`config.mk`:
```
export PLATFORM = sky130hd
export DESIGN_NAME = usr_top
export DESIGN_NICKNAME = d
export VERILOG_FILES = /design/src/core/usr_pkg.sv /design/src/core/usr_sync3.sv /design/src/core/usr_baud.sv /design/src/core/usr_top.sv
export VERILOG_INCLUDE_DIRS = /design/src /design/src/core
export SDC_FILE = /design/constraint.sdc
export NUM_CORES = 1
export LEC_CHECK = 0
export BUFFER_PORTS_ARGS = -buffer_cell sky130_fd_sc_hd__clkbuf_2
export CORE_MARGIN = 4
export CORE_UTILIZATION = 47
export CTS_CLUSTER_DIAMETER = 200
export CTS_CLUSTER_SIZE = 28
export DETAILED_ROUTE_END_ITERATION = 6
export PLACE_DENSITY_LB_ADDON = 0.15
export SLEW_MARGIN = 10
export SYNTH_ARGS = -nofsm -noshare
export SYNTH_HDL_FRONTEND = slang
export SYNTH_SLANG_ARGS = --single-unit
```
`constraint.sdc`:
```
create_clock -name sys_clk -period 2 [get_ports sys_clk]
set_clock_uncertainty 0.15 [all_clocks]
set_input_delay 0.2 -clock sys_clk [delete_from_list [all_inputs] [get_ports sys_clk]]
set_output_delay 0.2 -clock sys_clk [all_outputs]
set_load 0.01 [all_outputs]
```
`src/core/usr_defs.svh`:
```
`ifndef USR_DEFS_SVH
`define USR_DEFS_SVH
// Contract
// - async receive oversamples at sixteen times bitrate
// - async when clocked-mode clear, port enabled
// - word sets receive flag, irq if enabled
// - ninth enable gives 9-bit words, bit in status
// - low eight bits read from receive buffer
// - clearing continuous enable clears latched errors
// - address detect filters; cleared lets all through
// - synchronous master is half duplex
// - clocked-mode bit selects synchronous pin functions
// - clock source bit makes device drive clock
// - shifter loads from buffer after last bit
// - transfer empties buffer and sets empty flag
// - empty flag ignores software, clears on write
// - shifter empty status readable, no interrupt
// - empty flag drops two cycles after write
// - buffer write starts synchronous master transmit
// - sync receive starts on single or continuous
// - sync receive samples on driven falling edge
// - single takes one word; continuous wins
// - async frame start, 8/9 data, stop, no parity
// - least significant bit shifted first
// - baud clock x16 or x64 by speed select

// register indices
`define USR_ADDR_RCV_CTL 3'h0
`define USR_ADDR_RCV_BUF 3'h1
`define USR_ADDR_TX_CTL 3'h2
`define USR_ADDR_BAUD 3'h3
`define USR_ADDR_TX_BUF 3'h4
`define USR_ADDR_FLAGS 3'h5
`define USR_ADDR_ENABLES 3'h6

// receive_control_status fields
`define USR_RCS_PORT_EN 7
`define USR_RCS_RX9 6
`define USR_RCS_SINGLE 5
`define USR_RCS_CONT 4
`define USR_RCS_ADDR_DET 3

// transmit_control_status fields
`define USR_TXS_CLK_SRC 7
`define USR_TXS_TX9 6
`define USR_TXS_TX_EN 5
`define USR_TXS_SYNC 4
`define USR_TXS_HIGH_SPD 2
`define USR_TXS_TX9_BIT 0

// flag and enable fields
`define USR_FLG_RCV 5
`define USR_FLG_TX 4

// reset values
`define USR_BYTE_RESET 8'h00
`define USR_BIT_RESET 1'h0
`define USR_SHIFTER_EMPTY_RESET 1'h1

// oversampling and data bit counts
`define USR_OVS_MID 4'h7
`define USR_OVS_LAST 4'hF
`define USR_BITS_8 4'h8
`define USR_BITS_9 4'h9
`endif

```
`src/core/usr_pkg.sv`:
```
package usr_pkg;
    // one register byte
    typedef logic [7:0] usr_byte_t;
    // async receiver phases
    typedef enum logic [1:0] {
        usr_ar_idle = 2'b00,
        usr_ar_start = 2'b01,
        usr_ar_data = 2'b10,
        usr_ar_stop = 2'b11
    } usr_arx_e;
    // synchronous master phases
    typedef enum logic [1:0] {
        usr_sm_idle = 2'b00,
        usr_sm_tx = 2'b01,
        usr_sm_rx = 2'b10
    } usr_sync_e;
endpackage

```
`src/core/usr_sync3.sv`:
```
`timescale 1ns/1ps
module usr_sync3 #(
    parameter logic IDLE_LEVEL = 1'h1
) (
    input wire logic sys_clk,
    input wire logic rst,
    input wire logic pin_in,
    output logic level
);
    logic ff1_q; // metastable stage, read only by ff2
    logic ff2_q;
    logic ff3_q;
    logic level_q; // filtered level

    // three stages; level moves only when the last two agree
    always_ff @(posedge sys_clk) begin
        if (rst) begin
            ff1_q <= IDLE_LEVEL;
            ff2_q <= IDLE_LEVEL;
            ff3_q <= IDLE_LEVEL;
            level_q <= IDLE_LEVEL;
        end else begin
            ff1_q <= pin_in;
            ff2_q <= ff1_q;
            ff3_q <= ff2_q;
            if (ff2_q == ff3_q) begin
                level_q <= ff3_q;
            end
        end
    end

    assign level = level_q;
endmodule

```
`src/core/usr_baud.sv`:
```
`timescale 1ns/1ps
module usr_baud (
    input wire logic sys_clk,
    input wire logic rst,
    input wire logic run,
    input wire logic slow,
    input wire logic [7:0] divisor,
    output logic tick
);
    logic [7:0] cnt_q; // divisor counter
    logic [1:0] pre_q; // extra divide by four
    logic tick_q;
    wire wrap = (cnt_q == divisor);
    wire pre_last = !slow || (pre_q == 2'h3);

    // tick every divisor+1 cycles, or four times that when slow
    always_ff @(posedge sys_clk) begin
        if (rst || !run) begin
            cnt_q <= 8'h00;
            pre_q <= 2'h0;
            tick_q <= 1'h0;
        end else begin
            tick_q <= wrap && pre_last;
            cnt_q <= wrap ? 8'h00 : cnt_q + 8'h01;
            if (wrap) begin
                pre_q <= pre_last ? 2'h0 : pre_q + 2'h1;
            end
        end
    end

    assign tick = tick_q;
endmodule

```
`src/core/usr_top.sv`:
```
// Local design decisions: the register addresses and the strobed register port.
`timescale 1ns/1ps
`include "usr_defs.svh"
module usr_top (
    input wire logic sys_clk,
    input wire logic rst,
    input wire logic [2:0] reg_addr,
    input wire usr_pkg::usr_byte_t reg_wdata,
    input wire logic reg_wr,
    input wire logic reg_rd,
    output usr_pkg::usr_byte_t reg_rdata,
    input wire logic serial_data_pin_i,
    output logic serial_data_pin_o,
    output logic serial_data_pin_oe_n,
    output logic shift_clock_pin_o,
    output logic shift_clock_pin_oe_n,
    output logic receive_irq_req,
    output logic transmit_irq_req
);
    import usr_pkg::*;

    // address match, shared by every strobe decode
    function automatic logic hit(input logic [2:0] a, input logic [2:0] o);
        return a == o;
    endfunction

    // place a shifted word: 9-bit sits in [8:0], 8-bit in [8:1]
    function automatic logic [8:0] align(input logic [8:0] s, input logic nine);
        return nine ? s : {1'h0, s[8:1]};
    endfunction

    // receive control fields
    logic port_enable_q;
    logic receive_ninth_enable_q;
    logic single_receive_enable_q;
    logic continuous_receive_enable_q;
    logic address_detect_enable_q;
    logic framing_error_q;
    logic overrun_error_q;
    logic receive_ninth_bit_q;
    // transmit control fields
    logic clock_source_select_q;
    logic transmit_ninth_enable_q;
    logic transmit_enable_q;
    logic sync_mode_q;
    logic high_speed_select_q;
    logic transmit_ninth_bit_q;
    logic shifter_empty_status_q;
    // data and flags
    usr_byte_t baud_divisor_value_q;
    usr_byte_t receive_buffer_q;
    usr_byte_t transmit_buffer_q;
    logic tx_full_q; // buffer holds a word not yet loaded
    logic receive_full_flag_q;
    logic transmit_empty_flag_q;
    logic receive_irq_enable_q;
    logic transmit_irq_enable_q;
    // output stage
    usr_byte_t rdata_q;
    logic data_o_q;
    logic data_oe_n_q;
    logic clk_o_q;
    logic clk_oe_n_q;
    logic rx_irq_q;
    logic tx_irq_q;
    // async receiver
    usr_arx_e ar_state_q;
    logic [3:0] ovs_q; // sixteenth-of-bit counter
    logic [3:0] ar_cnt_q; // data bits taken
    logic [8:0] ar_shift_q;
    logic ar_done_q; // one-cycle word pulse
    logic ar_stop_low_q;
    // synchronous master
    usr_sync_e sm_state_q;
    logic sm_clk_q; // internal shift clock level
    logic [3:0] sm_cnt_q;
    logic [8:0] transmit_shifter_q;
    logic [8:0] sm_rx_q;
    logic sm_done_q; // one-cycle word pulse

    logic tick;
    logic rx_level;

    // strobe decodes
    wire wr_rcs = reg_wr && hit(reg_addr, `USR_ADDR_RCV_CTL);
    wire wr_txs = reg_wr && hit(reg_addr, `USR_ADDR_TX_CTL);
    wire wr_baud = reg_wr && hit(reg_addr, `USR_ADDR_BAUD);
    wire wr_txb = reg_wr && hit(reg_addr, `USR_ADDR_TX_BUF);
    wire wr_ena = reg_wr && hit(reg_addr, `USR_ADDR_ENABLES);
    wire rd_rxb = reg_rd && hit(reg_addr, `USR_ADDR_RCV_BUF);

    // operating modes
    wire async_on = port_enable_q && !sync_mode_q;
    wire master_on = port_enable_q && sync_mode_q && clock_source_select_q;
    wire arx_run = async_on && continuous_receive_enable_q && !overrun_error_q;
    wire [3:0] rx_bits = receive_ninth_enable_q ? `USR_BITS_9 : `USR_BITS_8;
    wire [3:0] tx_bits = transmit_ninth_enable_q ? `USR_BITS_9 : `USR_BITS_8;
    wire rx_req = single_receive_enable_q || continuous_receive_enable_q;
    wire ovs_last = tick && (ovs_q == `USR_OVS_LAST);
    wire ar_stop_hit = arx_run && ovs_last && (ar_state_q == usr_ar_stop);
    wire sm_idle = (sm_state_q == usr_sm_idle);
    // transmit goes first when both could start; halves never overlap
    wire load_tx = master_on && transmit_enable_q && tx_full_q && sm_idle;
    wire start_rx = master_on && rx_req && sm_idle && !load_tx;
    wire sm_fall = tick && sm_clk_q;
    wire sm_last_rx = (sm_state_q == usr_sm_rx) && sm_fall && (sm_cnt_q == rx_bits - 4'h1);
    wire continuous_receive_enable_fall = wr_rcs && !reg_wdata[`USR_RCS_CONT] && continuous_receive_enable_q;

    // word assembly and buffer decision
    wire word_done = ar_done_q || sm_done_q;
    wire [8:0] word = ar_done_q ? align(ar_shift_q, receive_ninth_enable_q)
                                : align(sm_rx_q, receive_ninth_enable_q);
    // address detect only matters for 9-bit async words
    wire addr_drop = ar_done_q && address_detect_enable_q && receive_ninth_enable_q
                     && !word[8];
    wire take = word_done && !addr_drop;
    wire overrun = take && receive_full_flag_q && !rd_rxb;
    wire accept = take && !overrun;

    // read views; unused bit 3 of transmit status reads zero
    wire [7:0] rcs_val = {port_enable_q, receive_ninth_enable_q, single_receive_enable_q,
                          continuous_receive_enable_q, address_detect_enable_q,
                          framing_error_q, overrun_error_q, receive_ninth_bit_q};
    wire [7:0] txs_val = {clock_source_select_q, transmit_ninth_enable_q, transmit_enable_q,
                          sync_mode_q, 1'h0, high_speed_select_q, shifter_empty_status_q,
                          transmit_ninth_bit_q};
    wire [7:0] flg_val = {2'h0, receive_full_flag_q, transmit_empty_flag_q, 4'h0};
    wire [7:0] ena_val = {2'h0, receive_irq_enable_q, transmit_irq_enable_q, 4'h0};
    wire [7:0] rd_mux =
        hit(reg_addr, `USR_ADDR_RCV_CTL) ? rcs_val :
        hit(reg_addr, `USR_ADDR_RCV_BUF) ? receive_buffer_q :
        hit(reg_addr, `USR_ADDR_TX_CTL) ? txs_val :
        hit(reg_addr, `USR_ADDR_BAUD) ? baud_divisor_value_q :
        hit(reg_addr, `USR_ADDR_TX_BUF) ? transmit_buffer_q :
        hit(reg_addr, `USR_ADDR_FLAGS) ? flg_val :
        hit(reg_addr, `USR_ADDR_ENABLES) ? ena_val : 8'h00;

    // baud: async ticks at x16 of bit rate, prescaled by four when not high speed
    usr_baud u_baud (
        .sys_clk(sys_clk),
        .rst(rst),
        .run(async_on || master_on),
        .slow(async_on && !high_speed_select_q),
        .divisor(baud_divisor_value_q),
        .tick(tick)
    );

    // data pin comes from outside the clock domain
    usr_sync3 #(.IDLE_LEVEL(1'h1)) u_rx_sync (
        .sys_clk(sys_clk),
        .rst(rst),
        .pin_in(serial_data_pin_i),
        .level(rx_level)
    );

    // receive control register; single enable self-clears after its word
    always_ff @(posedge sys_clk) begin
        if (rst) begin
            port_enable_q <= `USR_BIT_RESET;
            receive_ninth_enable_q <= `USR_BIT_RESET;
            single_receive_enable_q <= `USR_BIT_RESET;
            continuous_receive_enable_q <= `USR_BIT_RESET;
            address_detect_enable_q <= `USR_BIT_RESET;
        end else if (wr_rcs) begin
            port_enable_q <= reg_wdata[`USR_RCS_PORT_EN];
            receive_ninth_enable_q <= reg_wdata[`USR_RCS_RX9];
            single_receive_enable_q <= reg_wdata[`USR_RCS_SINGLE];
            continuous_receive_enable_q <= reg_wdata[`USR_RCS_CONT];
            address_detect_enable_q <= reg_wdata[`USR_RCS_ADDR_DET];
        end else if (sm_last_rx && !continuous_receive_enable_q) begin
            single_receive_enable_q <= 1'h0;
        end
    end

    // transmit control register and divisor
    always_ff @(posedge sys_clk) begin
        if (rst) begin
            clock_source_select_q <= `USR_BIT_RESET;
            transmit_ninth_enable_q <= `USR_BIT_RESET;
            transmit_enable_q <= `USR_BIT_RESET;
            sync_mode_q <= `USR_BIT_RESET;
            high_speed_select_q <= `USR_BIT_RESET;
            transmit_ninth_bit_q <= `USR_BIT_RESET;
            baud_divisor_value_q <= `USR_BYTE_RESET;
        end else begin
            if (wr_txs) begin
                clock_source_select_q <= reg_wdata[`USR_TXS_CLK_SRC];
                transmit_ninth_enable_q <= reg_wdata[`USR_TXS_TX9];
                transmit_enable_q <= reg_wdata[`USR_TXS_TX_EN];
                sync_mode_q <= reg_wdata[`USR_TXS_SYNC];
                high_speed_select_q <= reg_wdata[`USR_TXS_HIGH_SPD];
                transmit_ninth_bit_q <= reg_wdata[`USR_TXS_TX9_BIT];
            end
            if (wr_baud) begin
                baud_divisor_value_q <= reg_wdata;
            end
        end
    end

    // interrupt enables
    always_ff @(posedge sys_clk) begin
        if (rst) begin
            receive_irq_enable_q <= `USR_BIT_RESET;
            transmit_irq_enable_q <= `USR_BIT_RESET;
        end else if (wr_ena) begin
            receive_irq_enable_q <= reg_wdata[`USR_FLG_RCV];
            transmit_irq_enable_q <= reg_wdata[`USR_FLG_TX];
        end
    end

    // transmit buffer; a write in the load cycle wins, so no word is lost
    always_ff @(posedge sys_clk) begin
        if (rst) begin
            transmit_buffer_q <= `USR_BYTE_RESET;
            tx_full_q <= 1'h0;
        end else if (wr_txb) begin
            transmit_buffer_q <= reg_wdata;
            tx_full_q <= 1'h1;
        end else if (load_tx) begin
            tx_full_q <= 1'h0;
        end
    end

    // empty flag follows the full bit one cycle late, so it drops two
    // cycles after the write; software has no path to it
    always_ff @(posedge sys_clk) begin
        if (rst) begin
            transmit_empty_flag_q <= `USR_BIT_RESET;
        end else begin
            transmit_empty_flag_q <= transmit_enable_q && !tx_full_q;
        end
    end

    // async receiver: start check at mid start bit, then every 16 ticks
    always_ff @(posedge sys_clk) begin
        if (rst || !arx_run) begin
            ar_state_q <= usr_ar_idle;
            ovs_q <= 4'h0;
            ar_cnt_q <= 4'h0;
            ar_shift_q <= 9'h000;
        end else if (tick) begin
            ovs_q <= ovs_q + 4'h1;
            case (ar_state_q)
                usr_ar_idle: begin
                    ovs_q <= 4'h0;
                    if (!rx_level) begin
                        ar_state_q <= usr_ar_start;
                    end
                end
                usr_ar_start: begin
                    // a glitch shorter than half a bit is not a start
                    if (ovs_q == `USR_OVS_MID) begin
                        ovs_q <= 4'h0;
                        ar_cnt_q <= 4'h0;
                        ar_state_q <= rx_level ? usr_ar_idle : usr_ar_data;
                    end
                end
                usr_ar_data: begin
                    if (ovs_q == `USR_OVS_LAST) begin
                        ar_shift_q <= {rx_level, ar_shift_q[8:1]};
                        ar_cnt_q <= ar_cnt_q + 4'h1;
                        if (ar_cnt_q == rx_bits - 4'h1) begin
                            ar_state_q <= usr_ar_stop;
                        end
                    end
                end
                usr_ar_stop: begin
                    if (ovs_q == `USR_OVS_LAST) begin
                        ar_state_q <= usr_ar_idle;
                    end
                end
                default: begin
                    ar_state_q <= usr_ar_idle;
                end
            endcase
        end
    end

    // word pulse and stop level, taken at mid stop bit
    always_ff @(posedge sys_clk) begin
        if (rst) begin
            ar_done_q <= 1'h0;
            ar_stop_low_q <= 1'h0;
        end else begin
            ar_done_q <= ar_stop_hit;
            if (ar_stop_hit) begin
                ar_stop_low_q <= !rx_level;
            end
        end
    end

    // synchronous master: each tick flips the clock, falling edge ends a bit
    always_ff @(posedge sys_clk) begin
        if (rst || !master_on) begin
            sm_state_q <= usr_sm_idle;
            sm_clk_q <= 1'h0;
            sm_cnt_q <= 4'h0;
            transmit_shifter_q <= 9'h000;
            sm_rx_q <= 9'h000;
            shifter_empty_status_q <= `USR_SHIFTER_EMPTY_RESET;
        end else begin
            case (sm_state_q)
                usr_sm_idle: begin
                    sm_clk_q <= 1'h0;
                    sm_cnt_q <= 4'h0;
                    if (load_tx) begin
                        transmit_shifter_q <= {transmit_ninth_bit_q, transmit_buffer_q};
                        shifter_empty_status_q <= 1'h0;
                        sm_state_q <= usr_sm_tx;
                    end else if (start_rx) begin
                        sm_state_q <= usr_sm_rx;
                    end
                end
                usr_sm_tx: begin
                    if (tick) begin
                        sm_clk_q <= !sm_clk_q;
                    end
                    if (sm_fall) begin
                        transmit_shifter_q <= {1'h0, transmit_shifter_q[8:1]};
                        sm_cnt_q <= sm_cnt_q + 4'h1;
                        if (sm_cnt_q == tx_bits - 4'h1) begin
                            shifter_empty_status_q <= 1'h1;
                            sm_state_q <= usr_sm_idle;
                        end
                    end
                end
                usr_sm_rx: begin
                    if (!rx_req) begin
                        sm_state_q <= usr_sm_idle; // enable withdrawn mid word
                    end else begin
                        if (tick) begin
                            sm_clk_q <= !sm_clk_q;
                        end
                        if (sm_fall) begin
                            sm_rx_q <= {rx_level, sm_rx_q[8:1]};
                            sm_cnt_q <= sm_cnt_q + 4'h1;
                        end
                        if (sm_last_rx) begin
                            sm_state_q <= usr_sm_idle;
                        end
                    end
                end
                default: begin
                    sm_state_q <= usr_sm_idle;
                end
            endcase
        end
    end

    // sync word pulse follows the last sample by one cycle
    always_ff @(posedge sys_clk) begin
        if (rst) begin
            sm_done_q <= 1'h0;
        end else begin
            sm_done_q <= sm_last_rx && master_on && rx_req;
        end
    end

    // receive buffer and its ninth bit travel together
    always_ff @(posedge sys_clk) begin
        if (rst) begin
            receive_buffer_q <= `USR_BYTE_RESET;
            receive_ninth_bit_q <= `USR_BIT_RESET;
        end else if (accept) begin
            receive_buffer_q <= word[7:0];
            receive_ninth_bit_q <= word[8];
        end
    end

    // sticky receive flags; a new event beats a clear in the same cycle
    always_ff @(posedge sys_clk) begin
        if (rst) begin
            receive_full_flag_q <= `USR_BIT_RESET;
            framing_error_q <= `USR_BIT_RESET;
            overrun_error_q <= `USR_BIT_RESET;
        end else begin
            if (accept) begin
                receive_full_flag_q <= 1'h1;
            end else if (rd_rxb) begin
                receive_full_flag_q <= 1'h0;
            end
            if (accept && ar_done_q && ar_stop_low_q) begin
                framing_error_q <= 1'h1;
            end else if (accept || continuous_receive_enable_fall) begin
                framing_error_q <= 1'h0;
            end
            if (overrun) begin
                overrun_error_q <= 1'h1;
            end else if (continuous_receive_enable_fall) begin
                overrun_error_q <= 1'h0;
            end
        end
    end

    // registered outputs; pins lag the internal state by one cycle alike
    always_ff @(posedge sys_clk) begin
        if (rst) begin
            rdata_q <= 8'h00;
            data_o_q <= 1'h1;
            data_oe_n_q <= 1'h1;
            clk_o_q <= 1'h0;
            clk_oe_n_q <= 1'h1;
            rx_irq_q <= 1'h0;
            tx_irq_q <= 1'h0;
        end else begin
            rdata_q <= reg_rd ? rd_mux : 8'h00;
            data_o_q <= (sm_state_q == usr_sm_tx) ? transmit_shifter_q[0] : 1'h1;
            data_oe_n_q <= !(master_on && sm_state_q == usr_sm_tx);
            clk_o_q <= sm_clk_q;
            clk_oe_n_q <= !master_on;
            rx_irq_q <= receive_full_flag_q && receive_irq_enable_q;
            tx_irq_q <= transmit_empty_flag_q && transmit_irq_enable_q;
        end
    end

    assign reg_rdata = rdata_q;
    assign serial_data_pin_o = data_o_q;
    assign serial_data_pin_oe_n = data_oe_n_q;
    assign shift_clock_pin_o = clk_o_q;
    assign shift_clock_pin_oe_n = clk_oe_n_q;
    assign receive_irq_req = rx_irq_q;
    assign transmit_irq_req = tx_irq_q;
endmodule

```
After elaboration in Yosys (flattened, before gate mapping)
Cells that the tools add are included.
{"block": "totals", "word_cells": 233, "ff_bits": 120}
{"block": "op_classes", "n_bitwise": 2, "muxes": 54, "n_reduce_logical": 91, "n_addsub": 7, "n_eq_ne": 30}
{"cell": "2-to-1 mux 9 bit", "count": 5}
{"cell": "logical AND 1 bit", "count": 43}
{"cell": "2-to-1 mux 8 bit", "count": 5}
{"cell": "2-to-1 mux 2 bit", "count": 13}
{"cell": "2-to-1 mux 4 bit", "count": 5}
{"cell": "logical NOT 1 bit", "count": 18}
{"cell": "one-hot mux 9 bit (2 select lines)", "count": 1}
{"cell": "2-to-1 mux 1 bit", "count": 16}
{"cell": "one-hot mux 4 bit (2 select lines)", "count": 2}
{"cell": "!= test 2 bit, second input constant", "count": 7}
{"cell": "nonzero test 2 bit", "count": 7}
{"cell": "adder 4 x 1 -> 4 bit, second input constant", "count": 3}
{"cell": "== test 4 bit", "count": 3}
{"cell": "2-to-1 mux 6 bit", "count": 2}
{"cell": "one-hot mux 4 bit (3 select lines)", "count": 1}
{"cell": "AND reduction 4 bit", "count": 3}
{"cell": "== test 3 bit, second input constant", "count": 3}
{"cell": "AND reduction 3 bit", "count": 3}
{"cell": "adder 8 x 1 -> 8 bit, second input constant", "count": 1}
{"cell": "== test 2 bit, second input constant", "count": 4}
{"cell": "== test 8 bit", "count": 1}
{"cell": "logical OR 1 bit", "count": 8}
{"cell": "one-hot mux 2 bit (4 select lines)", "count": 1}
{"cell": "subtractor 4 x 1 -> 4 bit, second input constant", "count": 2}
{"cell": "other kinds (20)", "count": 27}

Depth between registers and ports, before layout
Gate-level depths: netlist (run 1).
{"block": "logic_depth", "depth_word": 13, "mapped_depth": 8}

Modules after synthesis
Synthesis (run 1) repeated with hierarchy kept, for this count alone.
{"block": "hier_totals", "hier_cells": 631, "hier_area_um2": 5585.4}
{"mod": "usr_top", "area_per_inst_um2": 4924.7, "cells_per_inst": 566, "seq_area_each_um2": 2102.0, "n_inst": 1}
{"mod": "usr_baud", "area_per_inst_um2": 545.5, "cells_per_inst": 55, "seq_area_each_um2": 220.2, "n_inst": 1}
{"mod": "usr_sync3", "area_per_inst_um2": 115.1, "cells_per_inst": 10, "seq_area_each_um2": 80.1, "n_inst": 1}

Worst setup path after synthesis (run 1)
OpenSTA, ideal clock, no wires.
{"block": "synth_timing", "path_kind": "register -> register", "start": "register sm_state_q[0]", "end": "register sm_cnt_q[0]", "arrival_ns": 1.561, "path_stages_with_launch": 6, "setup_time_ns": 0.070, "path_buffers": 0, "period_less_slack_ns": 1.782, "path_slack_ns": 0.218, "cell_sequence": "dfxtp_1 inv_1 ha_1 inv_1 or4_2 a21oi_1"}
{"block": "synth_between", "elab_chain_cells": 3}
{"element": "start, declared", "line_no": "usr_top.sv:74", "rtl": "usr_sync_e sm_state_q;"}
{"element": "start signal, assigned", "line_no": "usr_top.sv:295", "rtl": "sm_state_q <= usr_sm_idle;"}
{"element": "start signal, assigned", "line_no": "usr_top.sv:309", "rtl": "sm_state_q <= usr_sm_tx;"}
{"element": "start signal, assigned", "line_no": "usr_top.sv:311", "rtl": "sm_state_q <= usr_sm_rx;"}
{"element": "== test 2 bit, or another cell as far along", "line_no": "usr_top.sv:302", "rtl": "case (sm_state_q)"}
{"element": "!= test 2 bit (no source line) / nonzero test 3 bit (equally long branches)"}
{"element": "AND reduction 2 bit (no source line)"}
{"element": "end signal, assigned", "line_no": "usr_top.sv:320", "rtl": "sm_cnt_q <= sm_cnt_q + 4'h1;"}
{"element": "end signal, assigned", "line_no": "usr_top.sv:336", "rtl": "sm_cnt_q <= sm_cnt_q + 4'h1;"}
{"element": "end, declared", "line_no": "usr_top.sv:76", "rtl": "logic [3:0] sm_cnt_q;"}
Several ways; a longest one is shown, not always the timed one.
A chain may end at the register's enable or synchronous reset.

Final worst setup path (run 1)
{"block": "layout_timing", "start": "register baud_divisor_value_q[1]", "end": "register u_baud.tick_q (netlist: u_baud.tick)"}
{"block": "layout_between", "elab_chain_cells": 2}
{"element": "start, declared", "line_no": "usr_top.sv:50", "rtl": "usr_byte_t baud_divisor_value_q;"}
{"element": "start signal, assigned", "line_no": "usr_top.sv:184", "rtl": "baud_divisor_value_q <= `USR_BYTE_RESET;"}
{"element": "start signal, assigned", "line_no": "usr_top.sv:195", "rtl": "baud_divisor_value_q <= reg_wdata;"}
{"element": "== test 8 bit", "line_no": "usr_baud.sv:13", "rtl": "wire wrap = (cnt_q == divisor);"}
{"element": "logical AND 1 bit", "line_no": "usr_baud.sv:23", "rtl": "tick_q <= wrap && pre_last;"}
{"element": "end signal, assigned", "line_no": "usr_baud.sv:23"}
{"element": "end, declared", "line_no": "usr_baud.sv:12", "rtl": "logic tick_q;"}
No other way between the ends.

==> impl_results.md, run 1 <==
* RR Startpoint: baud_divisor_value_q[1]$_SDFFE_PP0P_
* H-tree levels at 4
* Number of fill cells in the layout at between 900 and 1,000
* DR pass1 iterations at 5
* EDFF count, synth at 0
* Max cap viols at 0
* Synth area leader: dfxtp_1
* Crit path time final at 1.91 ns
* Yosys top cell area share at 44.7%
* Setup_tns at 0 ns
* Final core utilization at around 58%
* First-pass GRT wire length at ~21,000 µm
* Die Ht at 115 µm
* Inst Count DP at 768
* Final setup margin at 0.0862 ns
* Worst min path class: in2reg
* Top delay family on crit path: simple AND/OR/NAND/NOR gates
* Crit path kind: reg2reg
* Final wirelength at 12,500 µm
* Area Overhead vs Synth at 20.0%
* Antenna Cells at 0
* Dpl ws at 0.0788 ns
* PortBufs at 29
* Endpoint, Worst Hold: shift_clock_pin_o$_SDFF_PP0_
* CTS tree: yes
* Most frequent cells in the layout: dfxtp_1, nor2_1, nand2_1, a21oi_1, mux2i_1
* CP Launch Type: register
* Endpoints failing setup at 0
* Sequential fraction of the synthesis area at 44.7%
* Clk_lat worst skew at roughly 0.42 ns
* Fin crit share at a little over nine tenths
* FFs w/ async S/R, synth at 0%
* Vias at between 4,000 and 5,000
* # DRC at 0
* Num ports at 30
* Syn_nets at roughly 630
* Share of layout cells above drive strength 1 at 16.3%
* Vias per cell at roughly 5.5
* Setup slack, reg-to-reg at 0.09 ns
* Critical path buffer and inverter count at 1
* Reg2Reg Depth at 5
* Die X-Extent at about 110 µm
* Most used DFF post-synth: dfxtp_1
* RSZ-0062 raised after global routing: false
* Worst hold stages at 2
* Nets at 682
* Yosys warns at 0
* Largest net degree at the start of global routing at 27
* Reg clk slew, reported paths at approximately 0.050 ns
* Final hold vios at 0
* Most common cell after layout, fill and taps aside: dfxtp_1
* Hold Crit Start: rst
* Total track usage at 20.4%
* Max incr delay on CP at ~0.48 ns
* Tot Pwr at about 5.7 mW
* Root Buffer: clkbuf_16
* Achievable clock frequency at between 500 and 600 MHz
* Top cells by area, synth: dfxtp_1, mux2i_1, nor2_1
* Antenna viol nets, final at 0
* Final HPWL DP at between 9000 and 10,000 µm
* Initial DRC count at 343
* Critical Path AT at ~2.1 ns
* Worst-margin pin slew at between 0.6 and 0.7 ns
* Vias in the first global route at about 4,300
* RR Endpoint: u_baud.tick$_SDFF_PP0_
* Routed len/inst at approximately 15 µm
* Placer Congestion at slightly below 0.9
* Crit. path cell count at 5
* Mapped cell area at around 0.0054 mm²
* Max_slew headroom at between 50 and 60%
* Syn Inst Count at between 600 and 700
* CP Max Fanout at 4
* Lkg Pwr at between 2 and 2.5 nW
* PD cells at just under 900 mW/mm²
* Mean Syn Cell Area at 8.83 µm²
* CP Capture Type: register
* Layout Cells excl Fill at slightly above 800
* Clk sink count at 120
* Full die area at approximately 0.013 mm²
* Status: finished clean
* Distinct cell type count after synthesis at between 50 and 60
* Grt ovf at 0
* Initial Util at about half
* CTS max path bufs at 2
* CP cell instances: xor2_1 -> nor4_1 -> nand2_1 -> nor3_1 -> buf_4
* Antenna violations before repair at 0
* Critical-path top delay cell: nor4_1
* Final Max Tran Viols at 0
* Inserted Clock Buffers at 17
* FP Rows at 38
* Peak VDD IR at between 0.0009 and 0.001 V
* Synthesized flop and latch total at 120
* CORE AREA at ~0.011 mm²
* CP required at around 2.2 ns
==> area by class of cell <==
type / instances / area [µm²] / area share, %
multi-input cells: 446 / 2800 / 43.4
flip-flops and latches: 120 / 2400 / 37.3
clock buffers: 22 / 474 / 7.35
repair buffers: 62 / 440 / 6.83
well taps: 140 / 175 / 2.72
clock inverters: 9 / 123 / 1.90
inverters: 10 / 37.5 / 0.582
==> state kept, by name, summed over array words and instances (netlist names), 2 cells and up, named ones only <==
signal	cells
ar_shift_q	9
reg_rdata	8
baud_divisor_value_q	8
sm_rx_q	9
u_baud.cnt_q	8
transmit_buffer_q	8
ar_cnt_q	4
sm_state_q	2
receive_buffer_q	8
transmit_shifter_q	9
u_baud.pre_q	2
sm_cnt_q	4
ovs_q	4
==> worst max-delay path by stage <==
stage	startpoint	end	slack, ns
after floorplan	sm_state_q[0]$_SDFFE_PP0P_	sm_cnt_q[0]$_SDFFE_PP0P_	0.22
after detailed placement	sm_state_q[0]$_SDFFE_PP0P_	sm_cnt_q[0]$_SDFFE_PP0P_	0.08
after global placement	sm_cnt_q[0]$_SDFFE_PP0P_	sm_state_q[0]$_SDFFE_PP0P_	0.17
final	baud_divisor_value_q[1]$_SDFFE_PP0P_	u_baud.tick$_SDFF_PP0_	0.09
after CTS	sm_state_q[0]$_SDFFE_PP0P_	sm_cnt_q[0]$_SDFFE_PP0P_	0.07
after global routing	sm_state_q[1]$_SDFFE_PP0P_	transmit_shifter_q[1]$_SDFFE_PP0P_	0.0006
==> through the flow <==
| stage | cell area, µm² | hold slack [ns] |
|---|---|---|
| after global placement | 5730 | 0.248 |
| after floorplan | 5380 | 0.154 |
| after global routing | 6450 | 0.0259 |
| final | 6450 | 0.0177 |
| after detailed placement | 5730 | 0.248 |
| after CTS | 6420 | 0.0170 |
==> synthesized netlist by cell type (3+ instances only) <==
cell,count
nand2_1,78
o21bai_1,4
mux2_2,4
or2_2,5
nand2b_1,12
a21oi_1,59
nor2b_1,10
mux4_2,6
ha_1,9
nand4b_1,4
or3_1,3
nor2_1,85
nor4_1,4
buf_2,12
a21o_1,4
o21ai_0,13
mux2i_1,45
xor2_1,13
inv_1,9
a211oi_1,13
nand3b_1,5
nand3_1,15
clkbuf_1,17
and3_1,8
dfxtp_1,120
xnor2_1,5
nor3_1,6
==> routing by layer <==
metal | global-route usage [%] | routed length, µm | up-vias
met5 | 0 | 0 | -
met4 | 8.22 | 284 | 0
met3 | 6.05 | 617 | 32
met2 | 30.7 | 5680 | 106
met1 | 27.6 | 5930 | 2083
li1 | - | - | 2218
==> power by group <==
group	leakage, nW	internal [mW]	total [mW]	switching [mW]
Combinational	1.10	0.0825	0.193	0.111
Sequential	0.969	2.41	2.43	0.0172
Clock	0.296	2.04	3.08	1.04
==> what timing repair did <==
| item | 4_1_cts | 5_1_grt |
|---|---|---|
| gates resized for setup | 0 | 4 |
| endpoints found under the hold margin | 24 | 0 |
| hold buffers | 9 | 0 |
| setup endpoints to repair | 0 | 20 |
| setup buffers | 0 | 1 |
==> logic make-up after synthesis <==
| logic type | Yosys count | share of synthesized area [%] |
|---|---|---|
| simple gates | 255 | 23.0 |
| flops | 120 | 44.7 |
| compound gates | 109 | 12.2 |
| mux | 55 | 11.7 |
| buf+inv | 43 | 3.42 |
| xor+xnor | 18 | 2.93 |
| fa+ha+maj | 9 | 2.10 |
No activity file was read; power rests on OpenSTA's default activity.
==> run 2: changes to the inputs <==
Settings changed: PLACE_DENSITY_LB_ADDON 0.15 to not set.
==> run 2 against run 1 <==
Power down 1.4%. Sequential power is essentially flat. Combinational power about the same. Register-to-register slack barely moved. Critical path type unchanged. Critical endpoint is now sm_state_q[0]$_SDFFE_PP0P_.
==> impl_results.md, run 2 (synthesized netlist as in run 1, its figures left out) <==
* Achievable clock frequency at 523 MHz
* CTS max path bufs at 2
* Fin crit share at a little over nine tenths
* CP Launch Type: register
* Clk sink count at 120
* Total track usage at 20.1%
* Met1 Resource Use GR at a little over a quarter
* Reg clk slew, reported paths at roughly 0.050 ns
* Max cap viols at 0
* PortBufs at 29
* Initial DRC count at roughly 310
* CP Max Fanout at 6
* First-pass GRT wire length at ~21,000 µm
* Endpoints failing setup at 0
* Largest net degree at the start of global routing at 27
* Vias at 4,430
* Final wirelength at 12,600 µm
* Status: finished clean
* Placer Congestion at ~0.83
* Final hold vios at 0
* CORE AREA at 0.0110 mm²
* H-tree levels at 4
* Antenna violations before repair at 0
* Most common cell after layout, fill and taps aside: dfxtp_1
* Grt ovf at 0
* Vias in the first global route at between 4,000 and 5,000
* PD cells at ~870 mW/mm²
* Critical Path AT at approximately 2.1 ns
* Die Ht at around 110 µm
* Share of layout cells above drive strength 1 at 16.3%
* Crit path time final at 1.91 ns
* FP Rows at 38
* Peak VDD IR at between 0.0005 and 0.0006 V
* Num ports at 30
* Nets at between 600 and 700
* CP Capture Type: register
* Final core utilization at about three fifths
* Antenna Cells at 0
* Initial Util at between 40% and 50%
* Worst-margin pin slew at 0.545 ns
* Max_slew headroom at a little over three fifths
* NetSw at 1.15 mW
* Met3 Usage GRT at about 7.5%
* Lkg Pwr at ~2.4 nW
* Net Sw Frac at between 20% and 30%
* Final Max Tran Viols at 0
* Crit path kind: reg2reg
* CP required at about 2.2 ns
* Vias per cell at between 5 and 6
* Antenna viol nets, final at 0
* Clk_lat worst skew at roughly 0.42 ns
* Largest regs: ar_shift_q x9, sm_rx_q x9, transmit_shifter_q x9
* Critical-path top delay cell: or4_1
* Clock share of power at a little over half
* GR peak layer: met2
* Area Overhead vs Synth at 19.9%
* # DRC at 0
* CP cell instances: nor4b_4 -> and3_2 -> o32ai_1 -> or4_1 -> nand2_1
* Max incr delay on CP at 0.50 ns
* Internal power at about 4.5 mW
* Met2 Use GR at 30.7%
* Inst Count DP at approximately 770
* Routed len/inst at 15.7 µm
* DR pass1 iterations at 4
* Comb pwr share at under 10%
* Final HPWL DP at around 9000 µm
* Most frequent cells in the layout: dfxtp_1, nor2_1, nand2_1, a21oi_1, mux2i_1
* Layout Cells excl Fill at about 810
* CTS tree: yes
* Full die area at approximately 0.013 mm²
* Inserted Clock Buffers at 17
* Sequential share of power at a little over two fifths
* Root Buffer: clkbuf_16
* Worst min path class: in2reg
* Die X-Extent at around 110 µm
-- run 2: power groups by stage --
stage                     logic, mW  registers, mW  clock network [mW]
after floorplan               0.110           2.47                   0
after global placement        0.172           2.48                   0
after detailed placement      0.174           2.48                   0
after CTS                     0.189           2.43                3.05
after global routing          0.207           2.43                3.18
final                         0.191           2.43                3.00
-- run 2: critical path: cells and delay by family (launching register included) --
| family | cells | cell delay (ns) |
|---|---|---|
| AOI/OAI and AO/OA | 1 | 0.13 |
| DFF | 1 | 0.37 |
| and+or+nand+nor | 4 | 1.20 |
-- run 2: area by class of cell --
type                       count  area [µm²]
clock inverter                 9        95.1
fill                        1024        4590
sequential                   120        2400
tap                          140         175
inverter                      10        37.5
timing repair buffer          60         425
clock buffer                  23         498
multi-input combinational    446        2810
-- run 2: per-stage QoR --
stage | power [mW] | setup slack, ns | cell area (µm²) | hold WS [ns] | setup TNS [ns]
after CTS | 5.67 | 0.0910 | 6400 | 0.0565 | 0
after floorplan | 2.58 | 0.218 | 5380 | 0.154 | 0
after detailed placement | 2.65 | 0.103 | 5720 | 0.244 | 0
after global routing | 5.81 | -0.00478 | 6440 | 0.0945 | -0.00478
final | 5.62 | 0.0879 | 6440 | 0.0750 | 0
after global placement | 2.65 | 0.137 | 5720 | 0.241 | 0
-- run 2: worst paths after layout --
path,slack (ns),to,cells after the start,start
worst min-delay path,0.08,reg_rdata[0]$_SDFF_PP0_,3,reg_rd
worst max register to register,0.09,sm_state_q[0]$_SDFFE_PP0P_,5,sm_cnt_q[0]$_SDFFE_PP0P_
worst max-delay path,0.09,sm_state_q[0]$_SDFFE_PP0P_,5,sm_cnt_q[0]$_SDFFE_PP0P_
worst min register to register,0.26,u_rx_sync.ff2_q$_SDFF_PP1_,1,u_rx_sync.ff1_q$_SDFF_PP1_
-- run 2: metal layers --
| metal | vias up | share of wire (%) | routed length [µm] |
|---|---|---|---|
| met2 | 92 | 46 | 5850 |
| met3 | 13 | 4.4 | 551 |
| met5 | - | 0 | 0 |
| met1 | 2115 | 48 | 6070 |
| li1 | 2210 | - | - |
| met4 | 0 | 1.4 | 177 |
-- run 2: timing repair --
item / CTS / global route
hold endpoints to repair: 25 / 0
setup endpoints to repair: 0 / 23
setup buffers: 0 / 1
hold buffers: 9 / 0
resized for setup: 0 / 3
